`config.mk`:
```
export PLATFORM = sky130hd
export DESIGN_NAME = lpms_seq
export DESIGN_NICKNAME = d
export VERILOG_FILES = /design/src/lpms_pkg.sv /design/src/lpms_seq.sv
export SDC_FILE = /design/constraint.sdc
export NUM_CORES = 1
export LEC_CHECK = 0
export BUFFER_PORTS_ARGS = -buffer_cell sky130_fd_sc_hd__clkbuf_2
export CAP_MARGIN = 40
export CORE_ASPECT_RATIO = 1.4
export CORE_MARGIN = 4
export CORE_UTILIZATION = 57
export DETAILED_ROUTE_END_ITERATION = 6
export PLACE_DENSITY = 0.87
export SYNTH_ARGS = -nofsm -noshare
export SYNTH_HDL_FRONTEND = slang
export SYNTH_SLANG_ARGS = --single-unit
```
`constraint.sdc`:
```
create_clock -name mclk -period 4.35 [get_ports mclk]
set_input_delay 0.87 -clock mclk [delete_from_list [all_inputs] [get_ports mclk]]
set_output_delay 0.87 -clock mclk [all_outputs]
set_load 0.05 [all_outputs]
```
`src/lpms_pkg.sv`:
```
// Purpose: constants and carriers for the low-power mode sequencer
// Assumes: 50 MHz mclk, one clock domain, control bits arrive as ports
// Notes: flash wait times are in ns and turned into cycle counts here; the regulator delay arrives in cycles
// How it works
// - with both select bits clear, a wait instruction enters sleep at once.
// - return_sleep_select alone enters sleep on return from the last handler.
// - pins keep their run-mode state during sleep and stop.
// - wait_irq sleep wakes on any interrupt accepted by the controller.
// - wait_event sleep wakes on an event; pending irq counts if pending_as_event.
// - event-mode line wakes wait_event sleep without setting pending bits.
// - sleep wake-up resumes at once with no extra latency.
// - stop turns off both fast oscillators and keeps SRAM and registers.
// - stop keeps wake logic, low-speed parts as configured, gates other clocks.
// - low-power regulator powers the core in stop when selected.
// - stop entry is dropped, not held, while a flash program or erase is busy.
// - stop entry is dropped, not held, while a peripheral-bus access is in progress.
// - any pending bit or alarm at a stop request cancels it.
// - waking from stop selects the internal fast oscillator as system clock.
// - an extra regulator settle delay follows stop on the low-power regulator.
// - stop wake runs regulator, then oscillator, then flash wait in order.
// - wait_irq stop wakes on an interrupt-mode line enabled in the controller.
// - wait_event stop wakes on event-mode line or pending irq with pending_as_event.
// - flash wait code 00 is 5us, 01 is 2us, 10 is 3us, 11 none.
// - regulator code 00 is main regulator, 01 is low-power, others reserved.
// - oscillator timing 0 waits for regulator, 1 starts both together.
package lpms_pkg;
  localparam int unsigned CLK_NS = 20;
  localparam int unsigned NVM_WAIT0_NS = 5000;
  localparam int unsigned NVM_WAIT1_NS = 2000;
  localparam int unsigned NVM_WAIT2_NS = 3000;
  localparam int unsigned NVM_WAIT0_CYC = (NVM_WAIT0_NS + CLK_NS - 1) / CLK_NS;
  localparam int unsigned NVM_WAIT1_CYC = (NVM_WAIT1_NS + CLK_NS - 1) / CLK_NS;
  localparam int unsigned NVM_WAIT2_CYC = (NVM_WAIT2_NS + CLK_NS - 1) / CLK_NS;
  localparam logic [1:0] REG_MAIN = 2'h0;
  localparam logic [1:0] REG_LOWPWR = 2'h1;
  localparam logic [1:0] NVM_WAIT_RST = 2'h0;
  localparam int unsigned CNT_W = 16;

  typedef enum logic [2:0] {
    ST_RUN, ST_SLEEP, ST_STOP, ST_REG_WAIT, ST_OSC_WAIT, ST_NVM_WAIT
  } lpms_state_e;

  // core-side control bits
  typedef struct packed {
    logic return_sleep_select;
    logic deep_sleep_select;
    logic pending_as_event;
    logic [1:0] low_power_regulator_select;
    logic [1:0] nvm_wake_wait;
    logic hf_osc_wake_timing;
  } lpms_cfg_s;

  // wake and blocking sources
  typedef struct packed {
    logic irq_accepted;
    logic irq_pending;
    logic event_line;
    logic ext_event_ctrl_irq_line;
    logic any_pending;
    logic flash_busy_flag;
    logic pbus_busy;
  } lpms_src_s;
endpackage

```
`src/lpms_seq.sv`:
```
// Purpose: low-power mode sequencer for sleep and stop entry and wake
// Assumes: inputs synchronous to mclk, oscillator ready arrives as a level
// Notes: pins are never touched here, so they hold run-mode state
`timescale 1ns/1ns
module lpms_seq #(
  parameter int unsigned MAIN_REG_READY_DEFAULT = 100
) (
  // clock and reset
  input wire logic mclk,
  input wire logic resetn,
  // configuration
  input wire lpms_pkg::lpms_cfg_s cfg,
  input wire logic [15:0] main_reg_ready_delay,
  // core events
  input wire logic wait_irq_instr,
  input wire logic wait_event_instr,
  input wire logic isr_return_last,
  input wire lpms_pkg::lpms_src_s src,
  input wire logic hf_osc_ready,
  // outputs
  output logic cpu_clk_en_q,
  output logic core_clk_en_q,
  output logic hf_osc_en_q,
  output logic ext_osc_force_off_q,
  output logic lowpwr_reg_on_q,
  output logic sysclk_sel_internal_q,
  output logic nvm_ready_q,
  output logic wake_pulse_q,
  output logic stop_ignored_q
);
  lpms_pkg::lpms_state_e state_q;
  logic [lpms_pkg::CNT_W-1:0] cnt_q;
  logic by_event_q;
  logic used_lpr_q;
  logic entry_req;
  logic stop_ok;
  logic wake_sleep;
  logic wake_stop;
  logic [lpms_pkg::CNT_W-1:0] nvm_cyc;

  // a wait instruction, or handler return with return-sleep enabled
  assign entry_req = wait_irq_instr | wait_event_instr
    | (isr_return_last & cfg.return_sleep_select);
  // stop proceeds only with no pending bits and no busy flash or bus
  assign stop_ok = ~src.any_pending & ~src.flash_busy_flag
    & ~src.pbus_busy;
  // sleep wake sources by entry kind
  assign wake_sleep = by_event_q
    ? (src.event_line | (src.irq_pending & cfg.pending_as_event))
    : src.irq_accepted;
  // stop wake sources by entry kind
  assign wake_stop = by_event_q
    ? (src.event_line | (src.irq_pending & cfg.pending_as_event))
    : src.ext_event_ctrl_irq_line;

  // flash wake wait decode
  always_comb
  begin
    unique case (cfg.nvm_wake_wait)
      2'h0: nvm_cyc = lpms_pkg::CNT_W'(lpms_pkg::NVM_WAIT0_CYC);
      2'h1: nvm_cyc = lpms_pkg::CNT_W'(lpms_pkg::NVM_WAIT1_CYC);
      2'h2: nvm_cyc = lpms_pkg::CNT_W'(lpms_pkg::NVM_WAIT2_CYC);
      2'h3: nvm_cyc = '0;
    endcase
  end

  // mode sequencing
  always_ff @(posedge mclk)
  begin
    if (!resetn)
    begin
      state_q <= lpms_pkg::ST_RUN;
      cnt_q <= '0;
      by_event_q <= 1'b0;
      used_lpr_q <= 1'b0;
      stop_ignored_q <= 1'b0;
      wake_pulse_q <= 1'b0;
    end
    else
    begin
      stop_ignored_q <= 1'b0;
      wake_pulse_q <= 1'b0;
      unique case (state_q)
        lpms_pkg::ST_RUN:
        begin
          if (entry_req)
          begin
            by_event_q <= wait_event_instr;
            if (!cfg.deep_sleep_select)
              state_q <= lpms_pkg::ST_SLEEP;
            else if (stop_ok)
            begin
              state_q <= lpms_pkg::ST_STOP;
              used_lpr_q <= (cfg.low_power_regulator_select
                == lpms_pkg::REG_LOWPWR);
            end
            else if (src.any_pending)
              stop_ignored_q <= 1'b1;
          end
        end
        lpms_pkg::ST_SLEEP:
        begin
          if (wake_sleep)
          begin
            state_q <= lpms_pkg::ST_RUN;
            wake_pulse_q <= 1'b1;
          end
        end
        lpms_pkg::ST_STOP:
        begin
          if (wake_stop)
          begin
            if (used_lpr_q)
            begin
              state_q <= lpms_pkg::ST_REG_WAIT;
              cnt_q <= main_reg_ready_delay;
            end
            else
              state_q <= lpms_pkg::ST_OSC_WAIT;
          end
        end
        lpms_pkg::ST_REG_WAIT:
        begin
          if (cnt_q == '0)
            state_q <= lpms_pkg::ST_OSC_WAIT;
          else
            cnt_q <= cnt_q - 1'b1;
        end
        lpms_pkg::ST_OSC_WAIT:
        begin
          if (hf_osc_ready)
          begin
            state_q <= lpms_pkg::ST_NVM_WAIT;
            cnt_q <= nvm_cyc;
          end
        end
        lpms_pkg::ST_NVM_WAIT:
        begin
          if (cnt_q == '0)
          begin
            state_q <= lpms_pkg::ST_RUN;
            wake_pulse_q <= 1'b1;
          end
          else
            cnt_q <= cnt_q - 1'b1;
        end
        default: state_q <= lpms_pkg::ST_RUN;
      endcase
    end
  end

  // clock gating, oscillator and regulator controls
  always_ff @(posedge mclk)
  begin
    if (!resetn)
    begin
      cpu_clk_en_q <= 1'b1;
      core_clk_en_q <= 1'b1;
      hf_osc_en_q <= 1'b1;
      ext_osc_force_off_q <= 1'b0;
      lowpwr_reg_on_q <= 1'b0;
      sysclk_sel_internal_q <= 1'b1;
      nvm_ready_q <= 1'b1;
    end
    else
    begin
      cpu_clk_en_q <= (state_q == lpms_pkg::ST_RUN);
      core_clk_en_q <= (state_q == lpms_pkg::ST_RUN)
        || (state_q == lpms_pkg::ST_SLEEP);
      lowpwr_reg_on_q <= used_lpr_q && (state_q == lpms_pkg::ST_STOP);
      nvm_ready_q <= (state_q == lpms_pkg::ST_RUN)
        || (state_q == lpms_pkg::ST_SLEEP);
      unique case (state_q)
        lpms_pkg::ST_STOP:
        begin
          // early start on the low-power regulator only when asked for
          hf_osc_en_q <= wake_stop
            && (!used_lpr_q || cfg.hf_osc_wake_timing);
          ext_osc_force_off_q <= 1'b1;
        end
        lpms_pkg::ST_REG_WAIT:
          // enable on the last settle cycle so the osc wait starts in step
          hf_osc_en_q <= cfg.hf_osc_wake_timing || (cnt_q == '0);
        lpms_pkg::ST_OSC_WAIT, lpms_pkg::ST_NVM_WAIT:
        begin
          hf_osc_en_q <= 1'b1;
          sysclk_sel_internal_q <= 1'b1;
        end
        default:
        begin
          hf_osc_en_q <= 1'b1;
          ext_osc_force_off_q <= 1'b0;
        end
      endcase
    end
  end
endmodule

```
# After elaboration in Yosys (flattened, before gate mapping)

Cells that the tools add are included.

$add $sub $neg: 1
Eq/ne operators: 18
Multiplexer cells: 24
Bitwise gates (word level): 14
Reduce and logical (&&, ||, !) cells: 17

Operators by type and width:

| operator              | count |
|---|---|
| $mux 16               | 4 |
| $pmux 16 s4           | 1 |
| $pmux 16 s3           | 1 |
| $mux 3                | 9 |
| $pmux 3 s6            | 1 |
| $logic_not 16->1      | 1 |
| $ne 2x2->1 const B    | 8 |
| $sub 16x1->16 const B | 1 |
| $not 1->1             | 7 |
| $reduce_and 7->1      | 1 |
| $eq 3x2->1 const B    | 2 |
| $eq 3x3->1 const B    | 2 |
| $pmux 1 s2            | 3 |
| $mux 1                | 5 |
| $reduce_and 5->1      | 1 |
| $reduce_or 5->1       | 1 |
| $and 1x1->1           | 4 |
| $eq 2x1->1 const B    | 2 |
| $eq 2x2->1 const B    | 2 |
| $reduce_and 4->1      | 1 |
| $eq 3x1->1 const B    | 1 |
| $logic_not 3->1       | 1 |
| $logic_or 1x1->1      | 3 |
| $ne 3x3->1 const B    | 1 |
| 8 further kinds       | 11 |

Bits in registers: 28
Input bits: 37
Output and inout bits: 9

# Logic depth before layout (Yosys ltp)

Gate-level depths: netlist of the first run.

Depth in word-level cells: 7
Gate-level depth with buffers: 8

# Worst setup path after synthesis of the first run

No wires, ideal clock.

Path kind: input -> register
From: in hf_osc_ready
To: reg cnt_q[11] in the netlist's numbering
Library setup time: 86 ps
Data arrival time: 2117 ps
Required time: 4264 ps
Path slack: 2147 ps
Cell stages on the path: 6
Buffers on the path: 1
Cell sequence: or4b_1 > o211ai_1 > o21a_2 > buf_2 > o21ai_0 > a211oi_1

Cells in the longest elaborated chain, start to end: 2

Ends and longest elaborated chain:

| item                       | RTL line        | source |
|---|---|---|
| from (decl)                | lpms_seq.sv:19  | `input wire logic hf_osc_ready,` |
| $ne 2x2->1 (no line)       | --              |  |
| $reduce_and 5->1 (no line) | --              |  |
| to (signal assigned)       | lpms_seq.sv:116 | `cnt_q <= main_reg_ready_delay;` |
| to (signal assigned)       | lpms_seq.sv:127 | `cnt_q <= cnt_q - 1'b1;` |
| to (signal assigned)       | lpms_seq.sv:134 | `cnt_q <= nvm_cyc;` |
| to (decl)                  | lpms_seq.sv:32  | `logic [lpms_pkg::CNT_W-1:0] cnt_q;` |

Every way passes these cells.
A chain may end at the register's enable or synchronous reset.

# Final worst setup path of the first run

From: reg state_q[2]
To: reg cnt_q[4] in the netlist's numbering

Cells in the longest elaborated chain, start to end: 4
Elaborated cells on any way between the ends: 12

Ends and longest elaborated chain:

| item                                                      | RTL line       | source |
|---|---|---|
| from (decl)                                               | lpms_seq.sv:31 | `lpms_pkg::lpms_state_e state_q;` |
| from (signal assigned)                                    | lpms_seq.sv:72 | `state_q <= lpms_pkg::ST_RUN;` |
| from (signal assigned)                                    | lpms_seq.sv:90 | `state_q <= lpms_pkg::ST_SLEEP;` |
| from (signal assigned)                                    | lpms_seq.sv:93 | `state_q <= lpms_pkg::ST_STOP;` |
| $eq 3x2->1 or $eq 3x3->1 (tied branches)                  | lpms_seq.sv:83 | `unique case (state_q)` |
| $reduce_or 2->1 (no line)                                 | --             |  |
| $ne 2x2->1 (no line) or $reduce_bool 3->1 (tied branches) | --             |  |
| $reduce_and 5->1 (no line)                                | --             |  |

Several ways; a longest one is shown, not always the timed one.

==> qor.yml, run 1 <==
first_iter_violations: 94
finalCritPeriodShare: 0.638
grt_max_degree: 30
gp_congestion: 0.861
whs_ns: 0.480
clock_tree.root_cell: "clkbuf_8"
core_mm2: 0.00338
cp_data_arrival_time_ns: 2.96
synth_area_per_cell_um2: 8.12
final_area_mm2: 0.00222
ys.flop_type: "dfxtp_1"
critPathMaxFanout: 22
ant_nets: 0
r2r-start: "state_q[2]"
hpwl_um: 3900
power_density_mw_per_mm2: 801
fin_crit_ns: 2.77
synth.largest_area_cell: "dfxtp_1"
hold_buffers: 0
cts_sinks: 28
synth_cell_types: 61
slew_violations: 0
maxSlewHeadroom: 0.438
grt_pass1_vias: 2010
cp-start-kind: "flop"
min_from: "ext_osc_force_off_q"
drv_cap: 0
drt_first_pass_iters: 4
rsz0062_at_grt: "false"
synth_area_mm2: 0.00200
hp-class: "reg -> reg"
start_util: 0.591
syn-num-nets: 289
synth-edff-count: 0
grt.total_usage: 0.242
htreeDepth: 1
skew_ns: 0.00968
drive_above_1_share: 0.232
max_freq_ghz: 0.360
ys_ff_latch: 28
die_w_um: 58.0
overflow: 0
place_area_mm2: 0.00218
power.leakage_nw: 0.881
post_cts_resized: 0
fp.dieH_um: 78.1
die_area_mm2: 0.00453
fin_util: 0.657
setup-tns-final_ns: 0
critical_path_class: "reg -> reg"
startpoint: "state_q[2]"
yosysWarnings: 0
tightest_slew_ns: 0.842
wl_per_cell_um: 16.9
routed_via_density: 6.59
rows: 25
insertion_delay_ns: 0.29
crit_path_end_kind: "flop"
synth_seq_area_share: 0.281
yosysTopAreaCellShare: 0.281
setup_viol: 0
numCtsBuffers: 3
post_cts_buffers: 0
routed_wl_um: 5330
diodes: 0
drc: 0
ios: 46
vias: 2083
grt_first_pass_wirelength_um: 8780
ys_async_sr_fraction: 0
path_clk_slew_ns: 0.10
cts.path.max_buffers: 2
syn_inst: 246
io_buffer_count: 44
syn_to_final_growth_pct: 11.0
cp.required_ns: 4.53
ir_drop_uv: 486
antenna_found_initial: 0
cts_tree: "yes"
hold_viol_final: 0
status: "finished clean"
synth_area_leaders: "dfxtp_1 (28%), a21oi_1 (4.3%), ha_1 (3.8%)"
nets: 321
[flip-flops by register name (all words and copies together) (netlist names)]
| signal | cells |
|---|---|
| ext_osc_force_off_q | 1 |
| lowpwr_reg_on_q | 1 |
| hf_osc_en_q | 1 |
| cnt_q | 16 |
| wake_pulse_q | 1 |
| used_lpr_q | 1 |
| by_event_q | 1 |
| cpu_clk_en_q | 1 |
| nvm_ready_q | 1 |
| state_q | 3 |
| stop_ignored_q | 1 |
[stage by stage]
stage                     total power, mW  std cells  worst slack [ns]
after global routing                 1.91        316              1.40
final                                1.78        316              1.58
after floorplan                      1.41        246              2.15
after global placement               1.58        313              1.78
after detailed placement             1.61        313              1.66
after CTS                            1.76        316              1.64
[worst paths after layout]
path         cells past startpoint                  end  slack [ns]
min                              2  ext_osc_force_off_q        0.48
min reg2reg                      2  ext_osc_force_off_q        0.48
max reg2reg                      6             cnt_q[4]        1.58
max                              6             cnt_q[4]        1.58
[placed cells by master (no fill, tap or decap), types with 4 or more instances in the layout]
master,netlist,final
clkbuf_2,0,44
nand2_1,16,16
o31ai_1,7,7
nor2_1,18,18
nor3_1,11,11
a211oi_1,4,4
ha_1,6,6
inv_1,10,10
a211oi_2,4,4
o21bai_1,4,4
a21oi_1,17,17
nor2b_1,5,5
dfxtp_1,28,28
a22oi_1,6,6
a32oi_1,4,4
nand3_1,6,6
o21ai_0,9,9
nor4_1,4,4
nand2b_1,8,8
[area by class of cell]
| type | count | area [um^2] |
|---|---|---|
| multi-input cells | 189 | 1290 |
| inverters | 10 | 37.5 |
| clock buffers | 3 | 41.3 |
| flip-flops and latches | 28 | 561 |
| repair buffers | 46 | 235 |
| fillers | 322 | 1160 |
| well taps | 40 | 50.0 |
[synth_stat cells (all sizes together) (3+ instances only)]
cell and instances:
a211oi 8, dfxtp 28, o31ai 7, nor2 19, nand2 16, nor3 11, nand2b 8, a21oi 17
inv 10, o21bai 4, a32oi 4, nor2b 5, ha 6, nand3b 3, xor2 3, a22oi 6
nand3 7, o311ai 5, or4 3, o21ai 11, nor4 6, buf 11, o221a 4, or3 3
clkbuf 8, and3 4
[routing by layer]
layer  track usage  vias to the layer above  wire, um
li1              -                      997         -
met1         0.281                      986      2120
met2         0.421                       85      2760
met3        0.0263                       15       277
met4         0.132                        0       169
met5             0                        -         0
[critical path: stages, from the launching register on]
cell	delay (ns)
dfxtp_1	0.72
inv_1	0.21
ha_1	0.35
nand3_1	0.10
o21ai_1	0.43
nand2_1	0.39
o311a_1	0.46
[kinds of logic after synthesis]
logic type	count (synthesis)	synth area share
muxes	2	0.0100
other	1	0.00188
xor gates and xnor gates	3	0.0132
buffers and inverters	29	0.0720
DFF	28	0.281
and+or+nand+nor	90	0.261
AOI/OAI and AO/OA	87	0.324
adders and majority gates	6	0.0376
[report_power, final]
| part | internal, mW | switching (mW) |
|---|---|---|
| registers | 0.349 | 0.148 |
| clock network | 0.0625 | 0.0848 |
| logic | 0.435 | 0.698 |
Power figures use the tool's default switching activity.
==> run 2: changes to the inputs <==
--- a/config.mk
+++ b/config.mk
@@ -9,9 +9,9 @@
 export CAP_MARGIN = 40
 export CORE_ASPECT_RATIO = 1.4
 export CORE_MARGIN = 4
-export CORE_UTILIZATION = 57
+export CORE_UTILIZATION = 54
 export DETAILED_ROUTE_END_ITERATION = 6
-export PLACE_DENSITY = 0.87
+export PLACE_DENSITY = 0.83
 export SYNTH_ARGS = -nofsm -noshare
 export SYNTH_HDL_FRONTEND = slang
 export SYNTH_SLANG_ARGS = --single-unit
==> constraint.sdc (replaced) <==
create_clock -name mclk -period 2.62 [get_ports mclk]
set_input_delay 0.524 -clock mclk [delete_from_list [all_inputs] [get_ports mclk]]
set_output_delay 0.524 -clock mclk [all_outputs]
set_load 0.05 [all_outputs]
==> run 2 against run 1 <==
Wire length is 0.41% higher. Die area rose by 4.9%. Critical path type unchanged. Largest power group unchanged. Global-route usage is 0.46 points lower. Maximum frequency increased by 18%. Power rose by 70%. Register-to-register slack worse by 1.3 ns. Critical path depth up 1. Sequential power increased by 55%. Final cell count grew 2.8%. Clock skew is 0.0060 ns lower.
==> qor.yml, run 2 (same netlist as run 1, synthesis figures left out) <==
diodes: 0  # unchanged
combPwrFrac: 0.654  # was 0.638
grt_max_degree: 23  # was 30
crit_buf_inv: 1  # unchanged
hpwl_um: 4030  # was 3900 um
cts.path.max_buffers: 2  # unchanged
power.leakage_nw: 0.929  # was 0.881 nW
routed_wl_um: 5350  # was 5330 um
place_area_mm2: 0.00224  # was 0.00218 mm^2
nets: 329  # was 321
grt_first_pass_wirelength_um: 8940  # was 8780 um
slowest_delay_ns: 0.45  # was 0.72 ns
layout_commonest_cell: "clkbuf_2"  # unchanged
finalCritPeriodShare: 0.897  # was 0.638
critPathMaxFanout: 7  # was 22
first_iter_violations: 69  # was 94
final_area_mm2: 0.00229  # was 0.00222 mm^2
drt_first_pass_iters: 4  # unchanged
fp.dieH_um: 80.0  # was 78.1 um
fin_crit_ns: 2.35  # was 2.77 ns
cp_data_arrival_time_ns: 2.53  # was 2.96 ns
max_freq_ghz: 0.425  # was 0.360 GHz
path_delay_family: "simple AND/OR/NAND/NOR gates"  # was compound AO/OA/AOI/OAI gates
crit_chain: "inv_1 > ha_1 > or3b_1 > nor4_4 > nand3_2 > and3_1 > o221a_2"  # was inv_1 > ha_1 > nand3_1 > o21ai_1 > nand2_1 > o311a_1
clock_tree.root_cell: "clkbuf_8"  # unchanged
drive_above_1_share: 0.260  # was 0.232
vias: 2071  # was 2,083
power_density_mw_per_mm2: 1320  # was 801 mW/mm^2
p_switching_mw: 1.53  # was 0.931 mW
ant_nets: 0  # unchanged
totalPowerFinal_mw: 3.02  # was 1.78 mW
setup_viol: 0  # unchanged
maxSlewHeadroom: 0.499  # was 0.438
hold_viol_final: 0  # unchanged
slowest_stage: "or3b_1"  # was dfxtp_1
cp_num_cells: 7  # was 6
pwr-share-clk: 0.092  # was 0.083
crit_path_end_kind: "flop"  # unchanged
reg_top3: "cnt_q: 16 flops, state_q: 3 flops"  # unchanged
grt.total_usage: 0.237  # was 0.242
p_sw_frac: 0.507  # was 0.524
wl_per_cell_um: 16.5  # was 16.9 um
drc: 0  # unchanged
hp-class: "in -> reg"  # was reg -> reg
htreeDepth: 1  # unchanged
status: "finished clean"  # unchanged
path_clk_slew_ns: 0.10  # about the same
seq_area_um2: 561  # unchanged
overflow: 0  # unchanged
drv_cap: 0  # unchanged
start_util: 0.575  # was 0.591
critical_path_class: "reg -> reg"  # unchanged
insertion_delay_ns: 0.28  # was 0.29 ns
io_buffer_count: 44  # unchanged
setup-tns-final_ns: 0  # unchanged
final_cell_mix: "clkbuf_2 (44), dfxtp_1 (28), nor2_1 (18)"  # unchanged
hold_buffers: 0  # unchanged
fin_util: 0.661  # was 0.657
gp_congestion: 0.916  # was 0.861
cp.required_ns: 2.80  # was 4.53 ns
cts_tree: "yes"  # unchanged
setup_slack_ns: 0.269  # was 1.58 ns
ios: 46  # unchanged
multiInputGateArea_mm2: 0.00130  # was 0.00129 mm^2
largest_reg_flops: 16  # unchanged
routed_via_density: 6.37  # was 6.59
fillCellCount: 332  # was 322
core_mm2: 0.00347  # was 0.00338 mm^2
die_w_um: 59.4  # was 58.0 um
ir_drop_uv: 772  # was 486 uV
die_area_mm2: 0.00475  # was 0.00453 mm^2
skew_ns: 0.00371  # was 0.00968 ns
min_path_cells: 3  # was 2
numCtsBuffers: 3  # unchanged
worstRegToRegCells: 7  # was 6
antenna_found_initial: 0  # unchanged
slew_violations: 0  # unchanged
cts_sinks: 28  # unchanged
syn_to_final_growth_pct: 14.8  # was 11.0%
pwr-share-seq: 0.254  # was 0.279
top_register: "cnt_q"  # unchanged
tightest_slew_ns: 0.752  # was 0.842 ns
cp-start-kind: "flop"  # unchanged
place_ws_ns: 0.210  # was 1.66 ns
rsz0062_at_grt: "false"  # unchanged
p_int_mw: 1.49  # was 0.847 mW
rows: 25  # unchanged
grt_pass1_vias: 2099  # was 2,010
-- run 2: cell types whose count changed in the layout (fill, tap and decap cells not counted), sizes merged --
cell and delta:
clkbuf +1, buf +8
-- run 2: tightest hold or removal path, stage by stage --
cell and delay [ns]:
clkbuf_2 0.09, nand3_1 0.07, nor2_1 0.03
-- run 2: power by group through the flow --
stage / Sequential, mW / Clock (mW) / Combinational (mW)
after detailed placement: 0.773 / 0 / 1.95
after CTS: 0.762 / 0.285 / 1.97
after global routing: 0.786 / 0.301 / 2.19
after global placement: 0.763 / 0 / 1.92
after floorplan: 0.781 / 0 / 1.55
final: 0.768 / 0.278 / 1.98
-- run 2: cell type report --
| type | instances | area share |
|---|---|---|
| Timing Repair Buffer | 54 | 0.129 |
| Multi-Input combinational cell | 189 | 0.565 |
| Sequential cell | 28 | 0.244 |
| Clock buffer | 4 | 0.0240 |
| Tap cell | 40 | 0.0218 |
| Inverter | 10 | 0.0164 |
-- run 2: worst paths after layout --
check / from / to / slack, ns
min reg2reg: ext_osc_force_off_q / ext_osc_force_off_q / 0.48
max: cnt_q[0] / cnt_q[5] / 0.27
min: src[2] / stop_ignored_q / 0.47
max reg2reg: cnt_q[0] / cnt_q[5] / 0.27
-- run 2: what timing repair did --
item / in CTS / in global routing
endpoints found under the setup margin: 0 / 1
setup buffers: 0 / 0
gates resized for setup: 0 / 1
-- run 2: metal layers --
layer / vias up / share of wire / global-route usage / wire length [um]
met1: 961 / 0.40 / 0.272 / 2160
li1: 1010 / - / - / -
met4: 0 / 0.023 / 0.113 / 121
met3: 12 / 0.055 / 0.0307 / 293
met5: - / 0 / 0 / 0
met2: 88 / 0.52 / 0.418 / 2780
-- run 2: metrics by stage --
step / hold WS, ns / instances
floorplan: 0.466 / 246
global route: 0.491 / 325
CTS: 0.471 / 325
global placement: 0.460 / 321
finish: 0.473 / 325
detailed placement: 0.473 / 321
